==> src/rtl/ctb_pkg.sv <==
// Constants of the conversion timing and buffer configuration block.
package ctb_pkg;
  localparam int unsigned ADDR_W          = 8;
  // Register indices; byte address is four times the index.
  localparam logic [7:0]  IDX_BUF_STATUS  = 8'h01;
  localparam logic [7:0]  IDX_OSCILLATOR_SELECT     = 8'h18;
  localparam logic [7:0]  IDX_CLK_COUNT   = 8'h19;
  localparam logic [7:0]  IDX_WORD_LAYOUT = 8'h28;
  localparam logic [7:0]  IDX_FILL_MODE   = 8'h2c;
  // Reset values.
  localparam logic        RST_OSCILLATOR_SELECT     = 1'h0;
  localparam logic [7:0]  RST_CLK_COUNT   = 8'h00;
  localparam logic [1:0]  RST_WORD_LAYOUT = 2'h0;
  localparam logic [2:0]  RST_FILL_MODE   = 3'h1;
  // Minimum conversion clock counts per oscillator.
  localparam logic [7:0]  MIN_CLK_HS      = 8'h15;
  localparam logic [7:0]  MIN_CLK_LP      = 8'h12;
  // Oscillator choice encodings.
  localparam logic        OSC_HIGH_SPEED  = 1'h0;
  localparam logic        OSC_LOW_POWER   = 1'h1;
  // Buffer fill mode codes.
  localparam logic [2:0]  FILL_STOP_BURST  = 3'h0;
  localparam logic [2:0]  FILL_START_BURST = 3'h1;
  localparam logic [2:0]  FILL_PRE_ALERT   = 3'h4;
  localparam logic [2:0]  FILL_POST_ALERT  = 3'h6;
  // Output word layouts.
  localparam logic [1:0]  FMT_ZERO_PAD    = 2'h0;
  localparam logic [1:0]  FMT_CHANNEL     = 2'h1;
  localparam logic [1:0]  FMT_CHAN_VALID  = 2'h2;
  localparam logic [1:0]  FMT_ZERO_PAD_B  = 2'h3;
  // Data buffer geometry.
  localparam int unsigned BUF_DEPTH       = 16;
  localparam logic [4:0]  BUF_FULL_COUNT  = 5'h10;
  localparam logic [4:0]  RST_COUNT       = 5'h00;
  // AXI responses.
  localparam logic [1:0]  RESP_OKAY       = 2'h0;
  localparam logic [1:0]  RESP_SLVERR     = 2'h2;
endpackage

==> src/rtl/ctb_top.sv <==
// Conversion timing and data buffer configuration registers with AXI4-Lite access.
`timescale 1ns/10ps
module ctb_top (
  input  wire logic        core_clk_in,
  input  wire logic        rstn_in,
  input  wire logic [7:0]  s_axi_awaddr_in,
  input  wire logic        s_axi_awvalid_in,
  output logic             s_axi_awready_out,
  input  wire logic [31:0] s_axi_wdata_in,
  input  wire logic [3:0]  s_axi_wstrb_in,
  input  wire logic        s_axi_wvalid_in,
  output logic             s_axi_wready_out,
  output logic [1:0]       s_axi_bresp_out,
  output logic             s_axi_bvalid_out,
  input  wire logic        s_axi_bready_in,
  input  wire logic [7:0]  s_axi_araddr_in,
  input  wire logic        s_axi_arvalid_in,
  output logic             s_axi_arready_out,
  output logic [31:0]      s_axi_rdata_out,
  output logic [1:0]       s_axi_rresp_out,
  output logic             s_axi_rvalid_out,
  input  wire logic        s_axi_rready_in,
  input  wire logic        sample_strobe_in,
  input  wire logic [11:0] sample_result_in,
  input  wire logic        sample_channel_in,
  input  wire logic        sample_word_valid_in,
  output logic             sample_ready_out,
  input  wire logic        buffer_pop_in,
  input  wire logic        buffer_clear_in,
  output logic [15:0]      buffer_word_out,
  output logic             buffer_word_valid_out,
  output logic [4:0]       buffer_entry_count_out,
  output logic             oscillator_choice_bit_out,
  output logic [7:0]       conversion_clock_count_out,
  output logic [2:0]       buffer_fill_mode_out,
  output logic [1:0]       output_word_layout_out
);

  //////////////////////////////////////////////////////////////////////////////
  // Configuration and bus state.

  logic        osc_ff,        nxt_osc;
  logic [7:0]  clk_count_ff,  nxt_clk_count;
  logic [1:0]  layout_ff,     nxt_layout;
  logic [2:0]  fill_mode_ff,  nxt_fill_mode;
  logic        aw_held_ff,    nxt_aw_held;
  logic [7:0]  aw_addr_ff,    nxt_aw_addr;
  logic        w_held_ff,     nxt_w_held;
  logic [31:0] w_data_ff,     nxt_w_data;
  logic [3:0]  w_strb_ff,     nxt_w_strb;
  logic        bvalid_ff,     nxt_bvalid;
  logic [1:0]  bresp_ff,      nxt_bresp;
  logic        rvalid_ff,     nxt_rvalid;
  logic [31:0] rdata_ff,      nxt_rdata;
  logic [1:0]  rresp_ff,      nxt_rresp;
  logic [7:0]  eff_clk_ff,    nxt_eff_clk;
  logic [7:0]  wr_index;
  logic [7:0]  rd_index;

  //////////////////////////////////////////////////////////////////////////////
  // Data buffer state.

  logic [15:0] buf_mem [ctb_pkg::BUF_DEPTH];
  logic [3:0]  wr_ptr_ff,     nxt_wr_ptr;
  logic [3:0]  rd_ptr_ff,     nxt_rd_ptr;
  logic [4:0]  count_ff,      nxt_count;
  logic [15:0] head_ff,       nxt_head;
  logic        head_vld_ff,   nxt_head_vld;
  logic [15:0] packed_word;
  logic        push;
  logic        pop;

  //////////////////////////////////////////////////////////////////////////////
  // Output word layout.

  always_comb begin
    case (layout_ff)
      ctb_pkg::FMT_CHANNEL: begin
        packed_word = {sample_result_in, 2'h0, sample_channel_in, 1'h0};
      end
      ctb_pkg::FMT_CHAN_VALID: begin
        packed_word = {sample_result_in, 2'h0, sample_channel_in,
                       sample_word_valid_in};
      end
      ctb_pkg::FMT_ZERO_PAD_B: begin
        packed_word = {sample_result_in, 4'h0};
      end
      default: begin
        packed_word = {sample_result_in, 4'h0};
      end
    endcase
  end

  //////////////////////////////////////////////////////////////////////////////
  // Register bus next state. Writes take effect only once both address and
  // data are held, so either channel may arrive first without a partial write.

  always_comb begin
    nxt_osc       = osc_ff;
    nxt_clk_count = clk_count_ff;
    nxt_layout    = layout_ff;
    nxt_fill_mode = fill_mode_ff;
    nxt_aw_held   = aw_held_ff;
    nxt_aw_addr   = aw_addr_ff;
    nxt_w_held    = w_held_ff;
    nxt_w_data    = w_data_ff;
    nxt_w_strb    = w_strb_ff;
    nxt_bvalid    = bvalid_ff;
    nxt_bresp     = bresp_ff;
    nxt_rvalid    = rvalid_ff;
    nxt_rdata     = rdata_ff;
    nxt_rresp     = rresp_ff;
    wr_index      = {2'h0, aw_addr_ff[7:2]};
    rd_index      = {2'h0, s_axi_araddr_in[7:2]};
    if (s_axi_awvalid_in && s_axi_awready_out) begin
      nxt_aw_held = 1'b1;
      nxt_aw_addr = s_axi_awaddr_in;
    end
    if (s_axi_wvalid_in && s_axi_wready_out) begin
      nxt_w_held = 1'b1;
      nxt_w_data = s_axi_wdata_in;
      nxt_w_strb = s_axi_wstrb_in;
    end
    if (aw_held_ff && w_held_ff && !bvalid_ff) begin
      nxt_aw_held = 1'b0;
      nxt_w_held  = 1'b0;
      nxt_bvalid  = 1'b1;
      nxt_bresp   = ctb_pkg::RESP_OKAY;
      case (wr_index)
        ctb_pkg::IDX_OSCILLATOR_SELECT: begin
          if (w_strb_ff[0]) begin
            nxt_osc = w_data_ff[0];
          end
        end
        ctb_pkg::IDX_CLK_COUNT: begin
          if (w_strb_ff[0]) begin
            nxt_clk_count = w_data_ff[7:0];
          end
        end
        ctb_pkg::IDX_WORD_LAYOUT: begin
          if (w_strb_ff[0]) begin
            nxt_layout = w_data_ff[1:0];
          end
        end
        ctb_pkg::IDX_FILL_MODE: begin
          // Reserved codes are stored as written; software must avoid them.
          if (w_strb_ff[0]) begin
            nxt_fill_mode = w_data_ff[2:0];
          end
        end
        ctb_pkg::IDX_BUF_STATUS: begin
          nxt_bresp = ctb_pkg::RESP_OKAY;
        end
        default: begin
          nxt_bresp = ctb_pkg::RESP_SLVERR;
        end
      endcase
    end
    if (bvalid_ff && s_axi_bready_in) begin
      nxt_bvalid = 1'b0;
    end
    if (rvalid_ff && s_axi_rready_in) begin
      nxt_rvalid = 1'b0;
    end
    if (s_axi_arvalid_in && s_axi_arready_out) begin
      nxt_rvalid = 1'b1;
      nxt_rresp  = ctb_pkg::RESP_OKAY;
      nxt_rdata  = 32'h0;
      case (rd_index)
        ctb_pkg::IDX_OSCILLATOR_SELECT: begin
          nxt_rdata = {31'h0, osc_ff};
        end
        ctb_pkg::IDX_CLK_COUNT: begin
          nxt_rdata = {24'h0, eff_clk_ff};
        end
        ctb_pkg::IDX_WORD_LAYOUT: begin
          nxt_rdata = {30'h0, layout_ff};
        end
        ctb_pkg::IDX_FILL_MODE: begin
          nxt_rdata = {29'h0, fill_mode_ff};
        end
        ctb_pkg::IDX_BUF_STATUS: begin
          nxt_rdata = {27'h0, count_ff};
        end
        default: begin
          nxt_rresp = ctb_pkg::RESP_SLVERR;
        end
      endcase
    end
    // The clamp works on the next values, so the registered count never lags the oscillator.
    nxt_eff_clk = nxt_clk_count;
    if (nxt_osc == ctb_pkg::OSC_HIGH_SPEED) begin
      if (nxt_clk_count <= ctb_pkg::MIN_CLK_HS) begin
        nxt_eff_clk = ctb_pkg::MIN_CLK_HS;
      end
    end else if (nxt_clk_count <= ctb_pkg::MIN_CLK_LP) begin
      nxt_eff_clk = ctb_pkg::MIN_CLK_LP;
    end
  end

  always_ff @(posedge core_clk_in) begin
    if (!rstn_in) begin
      osc_ff       <= ctb_pkg::RST_OSCILLATOR_SELECT;
      clk_count_ff <= ctb_pkg::RST_CLK_COUNT;
      eff_clk_ff   <= ctb_pkg::MIN_CLK_HS;
      layout_ff    <= ctb_pkg::RST_WORD_LAYOUT;
      fill_mode_ff <= ctb_pkg::RST_FILL_MODE;
      aw_held_ff   <= 1'b0;
      aw_addr_ff   <= 8'h0;
      w_held_ff    <= 1'b0;
      w_data_ff    <= 32'h0;
      w_strb_ff    <= 4'h0;
      bvalid_ff    <= 1'b0;
      bresp_ff     <= ctb_pkg::RESP_OKAY;
      rvalid_ff    <= 1'b0;
      rdata_ff     <= 32'h0;
      rresp_ff     <= ctb_pkg::RESP_OKAY;
    end else begin
      osc_ff       <= nxt_osc;
      clk_count_ff <= nxt_clk_count;
      eff_clk_ff   <= nxt_eff_clk;
      layout_ff    <= nxt_layout;
      fill_mode_ff <= nxt_fill_mode;
      aw_held_ff   <= nxt_aw_held;
      aw_addr_ff   <= nxt_aw_addr;
      w_held_ff    <= nxt_w_held;
      w_data_ff    <= nxt_w_data;
      w_strb_ff    <= nxt_w_strb;
      bvalid_ff    <= nxt_bvalid;
      bresp_ff     <= nxt_bresp;
      rvalid_ff    <= nxt_rvalid;
      rdata_ff     <= nxt_rdata;
      rresp_ff     <= nxt_rresp;
    end
  end

  //////////////////////////////////////////////////////////////////////////////
  // Data buffer. A full buffer refuses new words through sample_ready_out.

  always_comb begin
    push         = sample_strobe_in && (count_ff != ctb_pkg::BUF_FULL_COUNT);
    pop          = buffer_pop_in && (count_ff != ctb_pkg::RST_COUNT);
    nxt_wr_ptr   = wr_ptr_ff;
    nxt_rd_ptr   = rd_ptr_ff;
    nxt_count    = count_ff;
    nxt_head     = head_ff;
    nxt_head_vld = 1'b0;
    if (buffer_clear_in) begin
      nxt_wr_ptr = 4'h0;
      nxt_rd_ptr = 4'h0;
      nxt_count  = ctb_pkg::RST_COUNT;
    end else begin
      if (push) begin
        nxt_wr_ptr = wr_ptr_ff + 4'h1;
      end
      if (pop) begin
        nxt_rd_ptr   = rd_ptr_ff + 4'h1;
        nxt_head     = buf_mem[rd_ptr_ff];
        nxt_head_vld = 1'b1;
      end
      if (push && !pop) begin
        nxt_count = count_ff + 5'h1;
      end else if (pop && !push) begin
        nxt_count = count_ff - 5'h1;
      end
    end
  end

  always_ff @(posedge core_clk_in) begin
    if (push && !buffer_clear_in) begin
      buf_mem[wr_ptr_ff] <= packed_word;
    end
  end

  always_ff @(posedge core_clk_in) begin
    if (!rstn_in) begin
      wr_ptr_ff   <= 4'h0;
      rd_ptr_ff   <= 4'h0;
      count_ff    <= ctb_pkg::RST_COUNT;
      head_ff     <= 16'h0;
      head_vld_ff <= 1'b0;
    end else begin
      wr_ptr_ff   <= nxt_wr_ptr;
      rd_ptr_ff   <= nxt_rd_ptr;
      count_ff    <= nxt_count;
      head_ff     <= nxt_head;
      head_vld_ff <= nxt_head_vld;
    end
  end

  //////////////////////////////////////////////////////////////////////////////
  // Outputs.

  assign s_axi_awready_out          = !aw_held_ff && !bvalid_ff;
  assign s_axi_wready_out           = !w_held_ff && !bvalid_ff;
  assign s_axi_bvalid_out           = bvalid_ff;
  assign s_axi_bresp_out            = bresp_ff;
  assign s_axi_arready_out          = !rvalid_ff;
  assign s_axi_rvalid_out           = rvalid_ff;
  assign s_axi_rdata_out            = rdata_ff;
  assign s_axi_rresp_out            = rresp_ff;
  assign sample_ready_out           = (count_ff != ctb_pkg::BUF_FULL_COUNT);
  assign buffer_word_out            = head_ff;
  assign buffer_word_valid_out      = head_vld_ff;
  assign buffer_entry_count_out     = count_ff;
  assign oscillator_choice_bit_out  = osc_ff;
  assign conversion_clock_count_out = eff_clk_ff;
  assign buffer_fill_mode_out       = fill_mode_ff;
  assign output_word_layout_out     = layout_ff;

endmodule

==> config.mk <==
export PLATFORM = sky130hd
export DESIGN_NAME = ctb_top
export DESIGN_NICKNAME = d
export VERILOG_FILES = /design/src/rtl/ctb_pkg.sv /design/src/rtl/ctb_top.sv
export SDC_FILE = /design/constraint.sdc
export NUM_CORES = 1
export LEC_CHECK = 0
export BUFFER_PORTS_ARGS = -buffer_cell sky130_fd_sc_hd__buf_2
export CAP_MARGIN = 0
export CORE_MARGIN = 2
export CORE_UTILIZATION = 60
export DETAILED_ROUTE_END_ITERATION = 10
export PLACE_DENSITY = 0.81
export SLEW_MARGIN = 20
export SYNTH_ARGS = -nofsm -noshare
export SYNTH_HDL_FRONTEND = slang
export SYNTH_SLANG_ARGS = --single-unit
==> constraint.sdc <==
create_clock -name core_clk_in -period 5.06 [get_ports core_clk_in]
set_input_delay 1.012 -clock core_clk_in [delete_from_list [all_inputs] [get_ports core_clk_in]]
set_output_delay 1.012 -clock core_clk_in [all_outputs]
set_load 0.02 [all_outputs]
## After elaboration in Yosys (flattened, before gate mapping)

Memory sizes are Yosys's and may differ from the RTL's. A register that Yosys moved wholly into a read port is not among the register bits.
Index checks and enable logic that the tools add are counted.

- Add/subtract/negate cells: 4
- $lt $le $gt $ge: 2
- Eq/ne operators: 13
- Mux-type cells: 20
- Bitwise operators: 2
- Reductions and logical operators: 33

Operator list:

| kind | number |
|---|---|
| 8-bit 2-to-1 mux | 6 |
| 8-bit case mux with 5 select lines | 1 |
| 6-bit by 5-bit equality test with 1-bit output, second input constant | 4 |
| 6-bit equality test, second input constant | 4 |
| 8-bit by 5-bit <= comparator with 1-bit output, second input constant | 2 |
| 1-bit logical AND | 14 |
| 6-bit by 1-bit equality test with 1-bit output, second input constant | 2 |
| 5-bit 2-to-1 mux | 2 |
| 5-bit OR reduction | 2 |
| 4-bit by 1-bit adder with 4-bit output, second input constant | 2 |
| 1-bit logical NOT | 8 |
| 1-bit 2-to-1 mux | 8 |
| 3-bit AND reduction | 2 |
| 2-bit OR reduction | 3 |
| 5-bit by 1-bit adder with 5-bit output, second input constant | 1 |
| 5-bit != test, second input constant | 1 |
| 5-bit nonzero test | 1 |
| 5-bit by 1-bit subtractor with 5-bit output, second input constant | 1 |
| 2-bit 2-to-1 mux | 2 |
| 2-bit case mux with 2 select lines | 1 |
| 2-bit nonzero test | 2 |
| 2-bit by 1-bit equality test with 1-bit output, second input constant | 1 |
| 2-bit equality test, second input constant | 1 |
| 1-bit NOT | 2 |
| 2-bit AND reduction | 1 |

- Register bits after elaboration: 109
- RAM bits: 224
- Input port bits: 76
- Output and inout port bits: 78
- Memories kept: 1

Memory list:

| name | words | width | rd ports | clocked after Yosys merged registers in | wr ports | line | RTL |
|---|---|---|---|---|---|---|---|
| buf_mem | 16 | 14 | 1 | 1 | 1 | ctb_top.sv:63 | `logic [15:0] buf_mem [ctb_pkg::BUF_DEPTH];` |

## Logic depth before layout (Yosys ltp)

- Depth after elaboration: 6
- Depth in mapped cells: 13

## Worst setup path before layout

No wires, ideal clock.

- Path kind: input port to flip-flop
- Start point: in sample_strobe_in
- End point: mem buf_mem[0][0] in the netlist's numbering, enable pin
- Library setup time: 0.403 ns
- Arrival: 2.715 ns
- Slack: 1.942 ns
- Cell stages on the path: 5
- Buffers on the path: 1
- Cell sequence: and2_1 > clkbuf_1 > nor2b_1 > nand2_1 > nor3_1

- Cells in the longest elaborated chain, start to end: 4

RTL lines:

| what | line | RTL |
|---|---|---|
| start: declaration | ctb_top.sv:23 | `input wire logic sample_strobe_in,` |
| 1-bit logical AND | ctb_top.sv:241 | `push = sample_strobe_in && (count_ff != ctb_pkg::BUF_FULL_COUNT);` |
| net push | ctb_top.sv:70 | `logic push;` |
| 1-bit logical AND | ctb_top.sv:270 | `if (push && !buffer_clear_in) begin` |
| 1-bit 2-to-1 mux | ctb_top.sv:270 |  |
| 1-bit 2-to-1 mux (implied by the code) | ctb_top.sv:271 | `buf_mem[wr_ptr_ff] <= packed_word;` |
| end: declaration | ctb_top.sv:63 |  |

The timed path passes the listed nets, and every way through them passes these cells.

## Final worst setup path

- Start point: reg count_ff[0], in the netlist buffer_entry_count_out[0]
- End point: reg count_ff[4], in the netlist buffer_entry_count_out[4]

- Cells in the longest elaborated chain, start to end: 5
- Elaborated cells between the ends (all ways): 13
- Those cells by class: 2 x add/sub; 1 x eq/ne; 2 x mux; 8 x reduce/logical

RTL lines:

| what | line | RTL |
|---|---|---|
| start: declaration | ctb_top.sv:66 | `logic [4:0] count_ff, nxt_count;` |
| start signal: assignment | ctb_top.sv:279 | `count_ff <= ctb_pkg::RST_COUNT;` |
| start signal: assignment | ctb_top.sv:285 | `count_ff <= nxt_count;` |
| parallel branches: the longest is 5 deep, another holds 5-bit by 1-bit subtractor with 5-bit output | n/a |  |

Several ways; the timed one is not identified. The select of a mux whose other input is x is not followed.
A chain may end at the register's enable or synchronous reset.

==> summary.md <==
| Metric | Value |
|---|---|
| Mapped Avg Cell Area | `16.55 sq um` |
| Max IR drop VDD | `252.9 uV` |
| # nets final | `917` |
| Iteration-0 DRC Markers | `608` |
| Ant diodes | `0` |
| Post-synth top area share | `0.5523` |
| Synth Instances | `736` |
| Capturing element type of the critical path | `register` |
| Placed cell areas | `12790 sq um` |
| Vias | `6773` |
| Mapped Area | `12180 sq um` |
| Num CTS Buffers | `29` |
| Synth area leaders | `edfxtp_1 55%, dfxtp_1 13%, mux4_2 12%` |
| Unrepaired setup endpoints after global routing | `no` |
| Synth cell types | `49` |
| Postcts setup bufs | `0` |
| CTS tree | `built` |
| Fmax | `around 340 MHz` |
| Yosys top cell by area | `edfxtp_1` |
| Min-Delay Path Depth | `1` |
| CP Launch Type | `register` |
| Worst reg-to-reg path cell count | `11` |
| Final GP Congestion | `approximately 0.89` |
| Core area | `approximately 20000 sq um` |
| Initial Util | `0.6058` |
| WL/cell | `23.13 microns` |
| Pleak | `4.767 nW` |
| # IOs | `around 150` |
| Power, Total | `5.356 mW` |
| Most frequent cells in the layout | `224 x edfxtp_1, 94 x buf_2, 77 x dfxtp_1` |
| Register area share after synthesis | `0.6821` |
| Final hold vios | `0` |
| Clk sink count | `303` |
| Antenna violation net count after detailed routing | `0` |
| Post-synthesis async set-or-reset flop share | `0` |
| Antenna violations before repair | `0` |
| Setup violations, final | `0` |
| Synth-to-Final Area Change | `12.62%` |
| Most common cell after layout, fill and taps aside | `edfxtp_1` |
| Largest fanout on the critical path | `7` |
| CTS hold repair buffers | `0` |
| Ys Warns | `0` |
| Slew headroom | `0.2259` |
| Worst-path clk slew | `60 ps` |
| Finished Cell Area | `13720 sq um` |
| Global-route wire length before repair | `~40000 microns` |
| Top_reg_cell synth | `edfxtp_1` |
| Critical path class | `reg -> reg` |
| Fin crit share | `0.5867` |
| Min-delay worst type | `reg -> reg` |
| Final WL | `25950 microns` |
| Core Rows | `52` |
| Synthesis-stage register bit count | `303` |
| Layout cells sized above 1 | `0.2629` |
| R2R Setup Slk | `~2100 ps` |
| Hold Startpoint | `buffer_word_out[9]` |
| GRT Overall Usage | `0.2453` |
| Worst Max-Slew Pin Slew | `1160 ps` |
| H-tree levels | `1` |
| Hold Worst Slack | `between 400 and 500 ps` |
| # DRC | `0` |
| Dpl hpwl | `15200 microns` |
| Gr ovfl total | `0` |
| Die Span Y | `146.5 microns` |
| FF-to-FF End | `buffer_entry_count_out[4]` |
| Clock latency on the worst-skew pair | `550 ps` |
| Die area | `21450 sq um` |
| Clock Tree Buf Depth | `3` |
| Number of global-route vias before repair | `between 6000 and 7000` |
| DR vias/cell | `6.037` |
| Chip width | `146.5 microns` |
| Reg2reg start | `buffer_entry_count_out[0]` |
| Clock Skews | `12.88 ps` |
| Minimum clock period | `2968 ps` |
| Clock root buffer | `clkbuf_16` |
| Final-report max-slew violation count | `0` |
| Number of synthesized flops with an enable pin | `224` |
| Status | `completed` |
| Post-cts resize count | `0` |
| Largest net degree at the start of global routing | `53` |
| CP Data Required Time | `5520 ps` |
| Setup TNS | `0 ps` |
| Pwr per Cell Area | `slightly below 400 nW/um^2` |
| Worst path arrival time | `3430 ps` |
| MaxCap Viol Count | `0` |
| Number of port buffers | `94` |
| WHS Endpoint | `buffer_word_out[9]` |
| Pre-antenna DRT Iters | `4` |
## Yosys cell counts, types with 6 or more instances
cell,number
a22o_1,14
a21boi_0,21
clkbuf_1,21
buf_4,28
nor3_1,11
and2_1,6
mux4_2,65
nand3_1,8
nor2b_1,20
nor2_1,38
nand2_1,58
dfxtp_1,79
a21oi_1,13
mux2i_1,20
o21ai_0,10
ha_1,11
inv_1,9
nand2b_1,8
edfxtp_1,224
## flip-flops by register name (all words and copies together) (netlist names), 3 cells and up
name / flops
aw_addr_ff: 6
buf_mem: 224
buffer_entry_count_out: 5
buffer_fill_mode_out: 3
buffer_word_out: 14
clk_count_ff: 8
conversion_clock_count_out: 8
rd_ptr_ff: 4
s_axi_rdata_out: 8
w_data_ff: 8
wr_ptr_ff: 4
## per-stage QoR
stage / setup WS [ps] / utilization / std cells
6_report: 2092 / 0.6822 / 1122
5_1_grt: 1819 / 0.6822 / 1122
4_1_cts: 2097 / 0.6820 / 1122
3_5_place_dp: 1725 / 0.6364 / 1068
3_3_place_gp: 1836 / 0.6364 / 1068
2_1_floorplan: 1942 / - / 763
## power breakdown
part           internal [mW]  switching, mW  total, mW
clock network           1.20          0.895       2.09
logic                  0.215          0.264      0.479
registers               2.71         0.0750       2.79
total                   4.12           1.23       5.36
## layer usage
layer / part of all wire / global-route usage / wire length, microns / vias to the layer above
li1: - / - / - / 2967
met1: 0.38 / 0.3205 / 9815 / 3413
met2: 0.53 / 0.4267 / 13660 / 339
met3: 0.075 / 0.04531 / 1944 / 54
met4: 0.020 / 0.07087 / 531 / 0
met5: 0 / 0 / 0 / -
## cell type report
type / count / area [sq um]
flip-flops and latches: 303 / 8313
clock inverters: 22 / 178.9
well taps: 270 / 337.8
multi-input cells: 388 / 3615
inverters: 9 / 33.78
repair buffers: 98 / 500.5
fillers: 1275 / 6389
clock buffers: 32 / 737.0
## critical path, stage by stage (launching register included)
cell      delay (ps)
dfxtp_1          390
nor4_1           390
nand2b_1         160
nand2_1          260
ha_1             250
inv_1            120
fa_1             410
a21o_1           170
a21oi_1          170
xnor2_1           90
or3_1            310
a21oi_1          160
## worst max path at each step
stage | startpoint | endpoint | slack [ps] | cells past startpoint
after floorplan | sample_strobe_in | buf_mem[0][0] | 1940 | 5
after global placement | rstn_in | buffer_word_out[8] | 1840 | 5
after detailed placement | rstn_in | buffer_word_out[8] | 1730 | 5
after CTS | buffer_entry_count_out[0] | buffer_entry_count_out[4] | 2100 | 11
after global routing | buffer_entry_count_out[0] | buffer_entry_count_out[4] | 1820 | 11
final | buffer_entry_count_out[0] | buffer_entry_count_out[4] | 2090 | 11
## kinds of logic (layout without fill, tap and decap cells)
kind of cell / Yosys count / count (layout) / synth area share
AO/OA/AOI/OAI: 77 / 77 / 0.04520
XOR/XNOR: 9 / 9 / 0.006472
adder cells (fa/ha/maj): 12 / 12 / 0.01294
buffers and inverters: 72 / 161 / 0.03596
flip-flops: 303 / 303 / 0.6821
multiplexers: 91 / 91 / 0.1483
other: 1 / 28 / 0.0003079
AND/OR/NAND/NOR: 171 / 171 / 0.06863
(Power assumes the default switching activity.)
